[src/lddr_pkg.sv]
/*
 * Package for the double-data-rate sample input port: bus widths,
 * synchroniser depth and the packed carriers passed between modules.
 * Assumes a single 50 MHz system clock domain.
 */
package lddr_pkg;

    // ************************************************************
    // Widths and sizes
    // ************************************************************
    localparam int LDDR_DATA_W = 16;
    localparam int LDDR_SYNC_STAGES = 2;
    localparam logic [15:0] LDDR_DATA_RESET = 16'h0000;
    // Reference pin comes out of reset driving the internal reference
    localparam logic LDDR_REF_RESET = 1'b1;

    // ************************************************************
    // Carriers
    // ************************************************************
    // One captured word with its frame marker sample
    typedef struct packed {
        logic [15:0] word;
        logic marker;
        logic rising;
    } lddr_sample_t;

    // Input pins after the two-flop synchroniser
    typedef struct packed {
        logic clk_level;
        logic marker;
        logic [15:0] data;
    } lddr_pins_t;

endpackage : lddr_pkg

[src/lddr_port.sv]
/*
 * Double-data-rate sample input port. Oversamples the source clock,
 * data bus and frame marker with the 50 MHz system clock and captures
 * one word on each data-clock edge. Assumes the source clock is well
 * below a quarter of the system clock and data is stable around edges.
 * Limitation: a capture lands three system clocks after the pin edge,
 * give or take one clock of phase, so downstream logic must not rely
 * on a fixed latency to the source clock.
 */
// Summary of operation
// - Capture the 16-bit bus on both data-clock edges, two words per period.
// - Default order: input bit 15 is MSB, bit 0 is LSB.
// - Bus-reverse bit set swaps bit order of the captured word.
// - Marker sampled on rising edge resets pointer and acts as sync.
// - Marker going high between rising-edge samples marks the first word of a frame.
// - External-reference bit 1 disables internal reference, pin becomes input.
`timescale 1ns/1ps
module lddr_port
(
    input wire logic clock,
    input wire logic resetn,
    input wire logic sample_strobe_clk_pos,
    input wire logic frame_marker_pos,
    input wire logic [lddr_pkg::LDDR_DATA_W-1:0] sample_bus,
    input wire logic rev_bus_order,
    input wire logic ext_ref_select,
    input wire logic reference_io_pin_in,
    output logic reference_io_pin_out,
    output logic reference_io_pin_oe,
    output logic internal_ref_enable,
    output logic [lddr_pkg::LDDR_DATA_W-1:0] word_out,
    output logic word_valid,
    output logic word_rising,
    output logic pointer_reset,
    output logic sync_pulse,
    output logic frame_start,
    output logic block_parity,
    output logic block_parity_valid
);
    import lddr_pkg::*;

    // ************************************************************
    // Helpers
    // ************************************************************
    // Output bit i takes input bit WIDTH-1-i; used by the bus-reverse mode
    function automatic logic [LDDR_DATA_W-1:0] reverse_bits(input logic [LDDR_DATA_W-1:0] v);
        logic [LDDR_DATA_W-1:0] r;
        r = '0;
        for (int i = 0; i < LDDR_DATA_W; i++)
            r[i] = v[LDDR_DATA_W-1-i];
        return r;
    endfunction : reverse_bits

    // ************************************************************
    // Synchronisers
    // ************************************************************
    lddr_pins_t pins_raw;
    lddr_pins_t pins_sync;
    logic cfg_rev_sync;
    logic cfg_rev_meta_reg;
    logic cfg_rev_reg;
    logic clk_prev_reg;

    // Clock level, marker and data share one synchroniser so that all
    // three reach the edge detector after the same number of stages
    assign pins_raw = '{clk_level: sample_strobe_clk_pos,
                        marker: frame_marker_pos,
                        data: sample_bus};

    lddr_sync #(.WIDTH($bits(lddr_pins_t))) u_sync
    (
        .clock(clock),
        .resetn(resetn),
        .async_in(pins_raw),
        .sync_out(pins_sync)
    );

    // Configuration bit is static but still crossed for safety
    // against a change while words are arriving
    always_ff @(posedge clock)
    begin
        if (!resetn)
        begin
            cfg_rev_meta_reg <= 1'b0;
            cfg_rev_reg <= 1'b0;
        end
        else
        begin
            cfg_rev_meta_reg <= rev_bus_order;
            cfg_rev_reg <= cfg_rev_meta_reg;
        end
    end
    assign cfg_rev_sync = cfg_rev_reg;

    // ************************************************************
    // Edge detection and word shaping
    // ************************************************************
    logic edge_rise;
    logic edge_fall;
    logic [LDDR_DATA_W-1:0] word_shaped;
    lddr_sample_t sample_next;

    // Previous level resets low, the idle level of the source clock,
    // so no false edge appears just after reset
    // both clock edges
    assign edge_rise = pins_sync.clk_level && !clk_prev_reg;
    assign edge_fall = !pins_sync.clk_level && clk_prev_reg;
    assign word_shaped = cfg_rev_sync ? reverse_bits(pins_sync.data) : pins_sync.data;
    assign sample_next = '{word: word_shaped, marker: pins_sync.marker, rising: edge_rise};

    // ************************************************************
    // Capture registers
    // ************************************************************
    logic marker_rise_prev_reg;
    logic capture_any;
    logic marker_at_rise;
    logic frame_begin;

    // One capture per detected edge of either polarity
    assign capture_any = edge_rise || edge_fall;
    assign marker_at_rise = edge_rise && sample_next.marker;
    // only a low-to-high change of the rising sample opens a frame
    // so a marker held high over several periods gives a single start
    assign frame_begin = marker_at_rise && !marker_rise_prev_reg;

    // Data and marker are synchronised together with the clock level,
    // so edge alignment from the source keeps them consistent.
    always_ff @(posedge clock)
    begin
        if (!resetn)
        begin
            clk_prev_reg <= 1'b0;
            word_out <= LDDR_DATA_RESET;
            word_valid <= 1'b0;
            word_rising <= 1'b0;
        end
        else
        begin
            clk_prev_reg <= pins_sync.clk_level;
            word_valid <= capture_any;
            word_rising <= edge_rise;
            if (capture_any)
                word_out <= sample_next.word;
        end
    end

    // ************************************************************
    // Marker handling
    // ************************************************************
    // Rising-edge marker: pointer reset, sync and frame start pulses.
    // The pulses last one system clock; a consumer on a slower clock
    // must stretch them itself.
    always_ff @(posedge clock)
    begin
        if (!resetn)
        begin
            marker_rise_prev_reg <= 1'b0;
            pointer_reset <= 1'b0;
            sync_pulse <= 1'b0;
            frame_start <= 1'b0;
        end
        else
        begin
            pointer_reset <= marker_at_rise;
            sync_pulse <= marker_at_rise;
            frame_start <= frame_begin;
            if (edge_rise)
                marker_rise_prev_reg <= sample_next.marker;
        end
    end

    // Falling-edge marker: parity bit held until the next falling edge
    always_ff @(posedge clock)
    begin
        if (!resetn)
        begin
            block_parity <= 1'b0;
            block_parity_valid <= 1'b0;
        end
        else
        begin
            block_parity_valid <= edge_fall;
            if (edge_fall)
                block_parity <= sample_next.marker;
        end
    end

    // ************************************************************
    // Reference pin control
    // ************************************************************
    logic ref_internal;

    // 0 keeps the internal reference on and drives the pin
    // 1 turns it off and hands the pin to an external source, whose
    // level is analog, so the pin's input side is not read here
    assign ref_internal = !ext_ref_select;

    always_ff @(posedge clock)
    begin
        if (!resetn)
        begin
            reference_io_pin_oe <= LDDR_REF_RESET;
            reference_io_pin_out <= LDDR_REF_RESET;
            internal_ref_enable <= LDDR_REF_RESET;
        end
        else
        begin
            reference_io_pin_oe <= ref_internal;
            reference_io_pin_out <= ref_internal;
            internal_ref_enable <= ref_internal;
        end
    end

endmodule : lddr_port

[src/lddr_sync.sv]
/*
 * Two-flop synchroniser for the port's incoming pins (data clock,
 * marker and data bus). Assumes the pins are asynchronous to clock.
 */
`timescale 1ns/1ps
module lddr_sync
#(
    parameter int WIDTH = 18
)
(
    input wire logic clock,
    input wire logic resetn,
    input wire logic [WIDTH-1:0] async_in,
    output logic [WIDTH-1:0] sync_out
);
    import lddr_pkg::*;

    logic [WIDTH-1:0] stage1_reg;
    logic [WIDTH-1:0] stage2_reg;

    // First stage is read only by the second stage
    always_ff @(posedge clock)
    begin
        if (!resetn)
        begin
            stage1_reg <= '0;
            stage2_reg <= '0;
        end
        else
        begin
            stage1_reg <= async_in;
            stage2_reg <= stage1_reg;
        end
    end

    assign sync_out = stage2_reg;

endmodule : lddr_sync

[config.mk]
export PLATFORM = sky130hd
export DESIGN_NAME = lddr_port
export DESIGN_NICKNAME = d
export VERILOG_FILES = /design/src/lddr_pkg.sv /design/src/lddr_port.sv /design/src/lddr_sync.sv
export SDC_FILE = /design/constraint.sdc
export NUM_CORES = 1
export LEC_CHECK = 0
export ABC_AREA = 1
export BUFFER_PORTS_ARGS = -buffer_cell sky130_fd_sc_hd__buf_2
export CAP_MARGIN = 20
export CORE_ASPECT_RATIO = 2
export CORE_MARGIN = 1
export CORE_UTILIZATION = 50
export DETAILED_ROUTE_END_ITERATION = 16
export PLACE_DENSITY = 0.75
export SETUP_SLACK_MARGIN = 0.2
export SYNTH_ARGS = -nofsm -noshare
export SYNTH_HDL_FRONTEND = slang
export SYNTH_HIERARCHICAL = 1
export SYNTH_SLANG_ARGS = --single-unit
[constraint.sdc]
create_clock -name clock -period 1.6 [get_ports clock]
set_clock_uncertainty 0.1 [all_clocks]
set_input_delay 0.24 -clock clock [delete_from_list [all_inputs] [get_ports clock]]
set_output_delay 0.24 -clock clock [all_outputs]
set_load 0.005 [all_outputs]
==> metrics.md, run 1 <==
| Metric | Value |
|---|---|
| Most frequent cells in the layout | nand2_1 (138), dfxtp_1 (63), buf_2 (47) |
| Starting Density | 0.528 |
| TritonCTS clock tree | built |
| Cells after synthesis | 274 |
| Die Wd | 48.7 um |
| Least-Margin Pin Slew | 0.305 ns |
| I/O pins | 49 |
| Tightest Hold Check Type | in -> reg |
| WS Path Type | reg -> reg |
| Final worst-path cycle share | 0.818 |
| Cells along the critical path | inv_1 -> ha_2 -> nand2_2 -> inv_6 -> nand2_1 -> nand2_1 |
| Initial antenna violation count | 0 |
| Synth Warn # | 6 |
| GP Congestion | 0.825 |
| Area of the core | 4130 um2 |
| Lkg Pwr | 1.68 nW |
| Crit path max-delay family | adder cells |
| Pwr Total | 3.30 mW |
| CTS sink cnt | 63 |
| Syn_area_per_cell | 7.95 um2 |
| Worst skew pair latency | 0.33 ns |
| Nets | 366 |
| Num CTS Buffers | 9 |
| CP arrival | 1.48 ns |
| Synthesized cell area | 2180 um2 |
| Max incr delay on CP | 0.38 ns |
| PD cells | 1180 nW/um2 |
| First-pass GRT wire length | 5.69 mm |
| Post-CTS setup repair buffer count | 0 |
| Peak Freq | 0.764 GHz |
| Die area | 4640 um2 |
| Grt ovf | 0 |
| Sequential area share after synthesis | 0.579 |
| Vias | 1,624 |
| Max-cap violations | 0 |
| Finish-stage setup viols | 0 |
| Clk slew on worst S/H paths | 0.07 ns |
| Critical-path top delay cell | ha_2 |
| Antenna Cells | 0 |
| Most common cell after layout, fill and taps aside | nand2_1 |
| Worst Setup Start Kind | flip-flop |
| Port buffer count | 47 |
| RSZ-0062 raised after global routing | no |
| Vias in the first global route | 1,526 |
| Largest net degree at the start of global routing | 37 |
| FP Rows | 33 |
| CP Capture Type | flip-flop |
| DRC viols | 0 |
| Total GRT Usage | 0.165 |
| Final Routed Wirelength | 3.19 mm |
| CP bufs+invs | 2 |
| Status | finished, final reports clean |
| Root buffer cell | clkbuf_8 |
| Required time of the critical path | 1.77 ns |
| TritonRoute pass-1 iters | 4 |
| Final Slew Violations | 0 |
| Crit Path Max Fanout | 16 |
| DPL Wire Length | 2.02 mm |
| Die Height | 95.4 um |
| VDD IR max | 0.932 mV |
| Slew HR | 0.797 |
| Htree depth | 3 |
| WL/cell | 8.02 um |
| Layout cell share with drive strength beyond 1 | 0.211 |
| Mapped Nets | 299 |
| 1st-iter DRT viols | 28 |
| Crit path top cell by count | nand2_1 |
| Setup Total Neg Slack | 0 ns |
| Post-synth cell types | 16 |
| Crit path time final | 1.31 ns |
| Area added between synthesis and finish | 28.3% |
| #FFs+latches synth | 63 |
| Final hold viol count | 0 |
| Max clock buf depth | 2 |
| DRT antenna net count | 0 |
| Via-to-Cell Ratio | 4.08 |
synth_stat cells:
master	n	share of area
dfxtp_1	63	0.58
inv_2	1	0.0017
nand2_1	138	0.24
o21ai_0	1	0.0023
buf_8	1	0.0069
inv_1	45	0.077
inv_4	2	0.0057
buf_4	5	0.017
a21oi_1	1	0.0023
nor3_1	1	0.0023
buf_2	1	0.0023
ha_1	2	0.011
nand2_2	3	0.0086
nor2_8	1	0.0092
buf_6	6	0.031
nor2_1	3	0.0052
where the power goes:
part	switching (mW)	total (mW)	internal, mW	leakage, nW
Sequential	0.0208	1.65	1.63	0.517
Clock	0.584	1.46	0.877	0.105
Combinational	0.0970	0.193	0.0962	1.06
final timing paths:
kind / startpoint / end / cells after the start / slack [ns]
max: u_sync/sync_out[17] / word_out[6] / 6 / 0.29
min: resetn / internal_ref_enable / 2 / 0.09
max reg2reg: u_sync/sync_out[17] / word_out[6] / 6 / 0.29
min reg2reg: u_sync/stage1_reg[1] / u_sync/sync_out[1] / 2 / 0.31
layer usage:
layer	GRT usage	up-vias	share of wire
met3	0.0431	9	0.043
met5	0	-	0
met4	0.164	0	0.024
li1	-	907	-
met1	0.142	666	0.39
met2	0.295	42	0.54
final cells by class:
type	count	area, um2
timing repair buffer	69	450
multi-input combinational	150	611
fill	350	1330
tap	52	65.1
clock buffer	9	124
clock inverter	7	97.6
inverter	48	188
sequential	63	1260
per-stage QoR:
step,area [um2],hold slack (ns),instances,worst slack [ns],utilization
global placement,2370,0.294,362,0.283,0.574
floorplan,2180,0.202,274,0.287,-
global route,2800,0.0802,398,0.213,0.677
CTS,2790,0.0714,398,0.217,0.676
detailed placement,2370,0.296,362,0.241,0.574
finish,2800,0.0864,398,0.291,0.677
logic make-up (layout without fill, tap and decap cells):
logic type | count (synthesis) | count (layout) | synth area share
simple gates | 146 | 146 | 0.263
flops | 63 | 63 | 0.579
buf+inv | 61 | 133 | 0.142
fa+ha+maj | 2 | 2 | 0.0115
compound gates | 2 | 2 | 0.00459
timing repair:
action / 4_1_cts / 5_1_grt
hold endpoints to repair: 20 / 0
gates resized for setup: 0 / 2
setup endpoints to repair: 0 / 16
hold buffers: 20 / 0
No activity file was read; power rests on OpenSTA's default activity.
==> inputs of run 2 (changes only) <==
CORE_UTILIZATION = 47   (was 50)
PLACE_DENSITY = 0.74   (was 0.75)
clock period = 1.1 ns   (was 1.6 ns; I/O delays follow)
==> run 2 against run 1 <==
The flow now finishes with violations (negative setup slack). Via count up 4.6%. Core utilization up 1.4 points. Maximum frequency up 9.9%. Global-route usage down 0.097 points. Non-clock buffer count up 11. Power up 49%. Combinational power up 75%. Register-to-register slack worse by 0.38 ns. Cell count up 3.5%. First-iteration DRC count up 14%. Hold slack better by 0.032 ns. Critical path depth up 1. Largest cell class unchanged.
==> metrics.md, run 2 (synthesis gave the netlist of run 1 again) <==
| Metric | Value |
|---|---|
| Dpl cell area | 2410 um2 |
| DPL Wire Length | 1.98 mm |
| Grt ovf | 0 |
| Root buffer cell | clkbuf_8 |
| Die Wd | 50.2 um |
| WS Path Type | reg -> reg |
| Setup WS post-layout | -0.0903 ns |
| Required time of the critical path | 1.26 ns |
| Crit Path Max Fanout | 3 |
| Status | complete, but fails checks |
| Initial antenna violation count | 0 |
| DRC viols | 0 |
| RSZ-0062 raised after global routing | yes |
| Metal-1 WL | 1.43 mm |
| Lkg Pwr | 1.78 nW |
| Met3 routed wirelength | 149 um |
| Total GRT Usage | 0.164 |
| Port buffer count | 47 |
| Violated checks | negative setup slack |
| Hold EP | sync_pulse |
| Least-Margin Pin Slew | 0.272 ns |
| Final hold viol count | 0 |
| Die area | 4930 um2 |
| Area of the core | 4380 um2 |
| Util after Layout | 0.691 |
| Final Slew Violations | 0 |
| Vias in the first global route | 1,466 |
| Slew HR | 0.819 |
| Area added between synthesis and finish | 38.9% |
| Vias | 1,698 |
| Starting Density | 0.497 |
| Final Routed Wirelength | 3.58 mm |
| Via-to-Cell Ratio | 4.12 |
| Max clock buf depth | 2 |
| I/O pins | 49 |
| Layout Cells excl Fill | 412 |
| Peak Freq | 0.840 GHz |
| DRT antenna net count | 0 |
| 1st-iter DRT viols | 32 |
| CTS sink cnt | 63 |
| Most common cell after layout, fill and taps aside | nand2_1 |
| GP Congestion | 0.810 |
| Nets | 378 |
| Worst Setup Start Kind | flip-flop |
| Crit path top cell by count | buf_6 |
| DP Cell Count | 366 |
| Crit path time final | 1.19 ns |
| Worst skew pair latency | 0.33 ns |
| PD cells | 1630 nW/um2 |
| Tightest Hold Check Type | in -> reg |
| Cells along the critical path | buf_4 -> buf_6 -> buf_6 -> ha_4 -> inv_2 -> nand2_2 -> a21oi_2 |
| Die Height | 98.3 um |
| Layout cell share with drive strength beyond 1 | 0.327 |
| WL/cell | 8.68 um |
| Top Layer Used | met4 |
| TritonCTS clock tree | built |
| Flop2flop setup slack | -0.09 ns |
| Final worst-path cycle share | 1.08 |
| VDD IR max | 1.25 mV |
| Crit Reg-Reg Endpoint | marker_rise_prev_reg |
| FP Rows | 34 |
| CP Capture Type | flip-flop |
| CP arrival | 1.35 ns |
| Max-cap violations | 0 |
| Largest net degree at the start of global routing | 33 |
| Worst R2R Start | u_sync/sync_out[17] |
| Setup Total Neg Slack | -0.765 ns |
| R2R cell count | 7 |
| Finish-stage setup viols | 20 |
| Clk slew on worst S/H paths | 0.06 ns |
| TritonRoute pass-1 iters | 5 |
| Antenna Cells | 0 |
| First-pass GRT wire length | 5.93 mm |
| Num CTS Buffers | 9 |
| Critical-path top delay cell | dfxtp_2 |
| Finished Cell Area | 3030 um2 |
| Most frequent cells in the layout | nand2_1 (135), buf_2 (44), inv_1 (42) |
| Pwr Total | 4.92 mW |
| Hold Crit Start | resetn |
| Met2 WL | 1.90 mm |
| Max incr delay on CP | 0.32 ns |
| Hold Path Stages | 3 |
| Htree depth | 3 |
## run 2: cell types whose count changed in the layout (fill, tap and decap cells not counted), sizes merged
cell / previous run / this run
buf: 49 / 60
clkbuf: 9 / 13
clkinv: 3 / 2
clkinvlp: 2 / 0
## run 2: worst max-delay path by stage
| stage | from | end | slack, ns |
|---|---|---|---|
| after floorplan | u_sync/sync_out[17] | word_out[0] | -0.05 |
| after global placement | u_sync/sync_out[17] | word_out[1] | -0.03 |
| after detailed placement | u_sync/sync_out[17] | word_out[12] | -0.06 |
| after CTS | u_sync/sync_out[17] | word_out[8] | -0.04 |
| after global routing | u_sync/sync_out[17] | word_out[7] | -0.13 |
| final | u_sync/sync_out[17] | marker_rise_prev_reg | -0.09 |
## run 2: what timing repair did
action,CTS,global route
setup buffers,5,4
hold buffers,20,0
setup endpoints to repair,48,48
gates resized for setup,32,15
gates cloned,1,0
endpoints found under the hold margin,20,0
pin swaps,7,5
## run 2: critical path, delay by kind of cell (launching register included)
family	cells	cell delay [ns]
buf+inv	4	0.39
flops	1	0.32
fa+ha+maj	1	0.17
compound gates	1	0.10
simple gates	1	0.04
## run 2: routing by layer
| layer | vias to the layer above | track usage |
|---|---|---|
| met5 | - | 0 |
| met2 | 39 | 0.272 |
| met1 | 720 | 0.157 |
| met3 | 8 | 0.0607 |
| li1 | 931 | - |
| met4 | 0 | 0.125 |
## run 2: report_power, final
part           switching [mW]  leakage, nW  total, mW  internal (mW)
Sequential             0.0316        0.527       2.40           2.37
Combinational           0.167         1.14      0.338          0.171
Clock                   0.787        0.114       2.18           1.40
Total                   0.986         1.78       4.92           3.94
## run 2: stage by stage
stage | hold WS (ns) | setup slack (ns)
after global routing | 0.105 | -0.132
final | 0.118 | -0.0903
after floorplan | 0.127 | -0.0487
after detailed placement | 0.230 | -0.0632
after global placement | 0.226 | -0.0307
after CTS | 0.0825 | -0.0363
## run 2: area by class of cell
cell class,count,area (um2)
Timing Repair Buffer,80,559
Inverter,48,195
Sequential cell,63,1290
Clock buffer,13,159
Fill cell,358,1350
Tap cell,54,67.6
Multi-Input combinational cell,150,682
Timing Repair inverter,1,11.3
Clock inverter,3,65.1
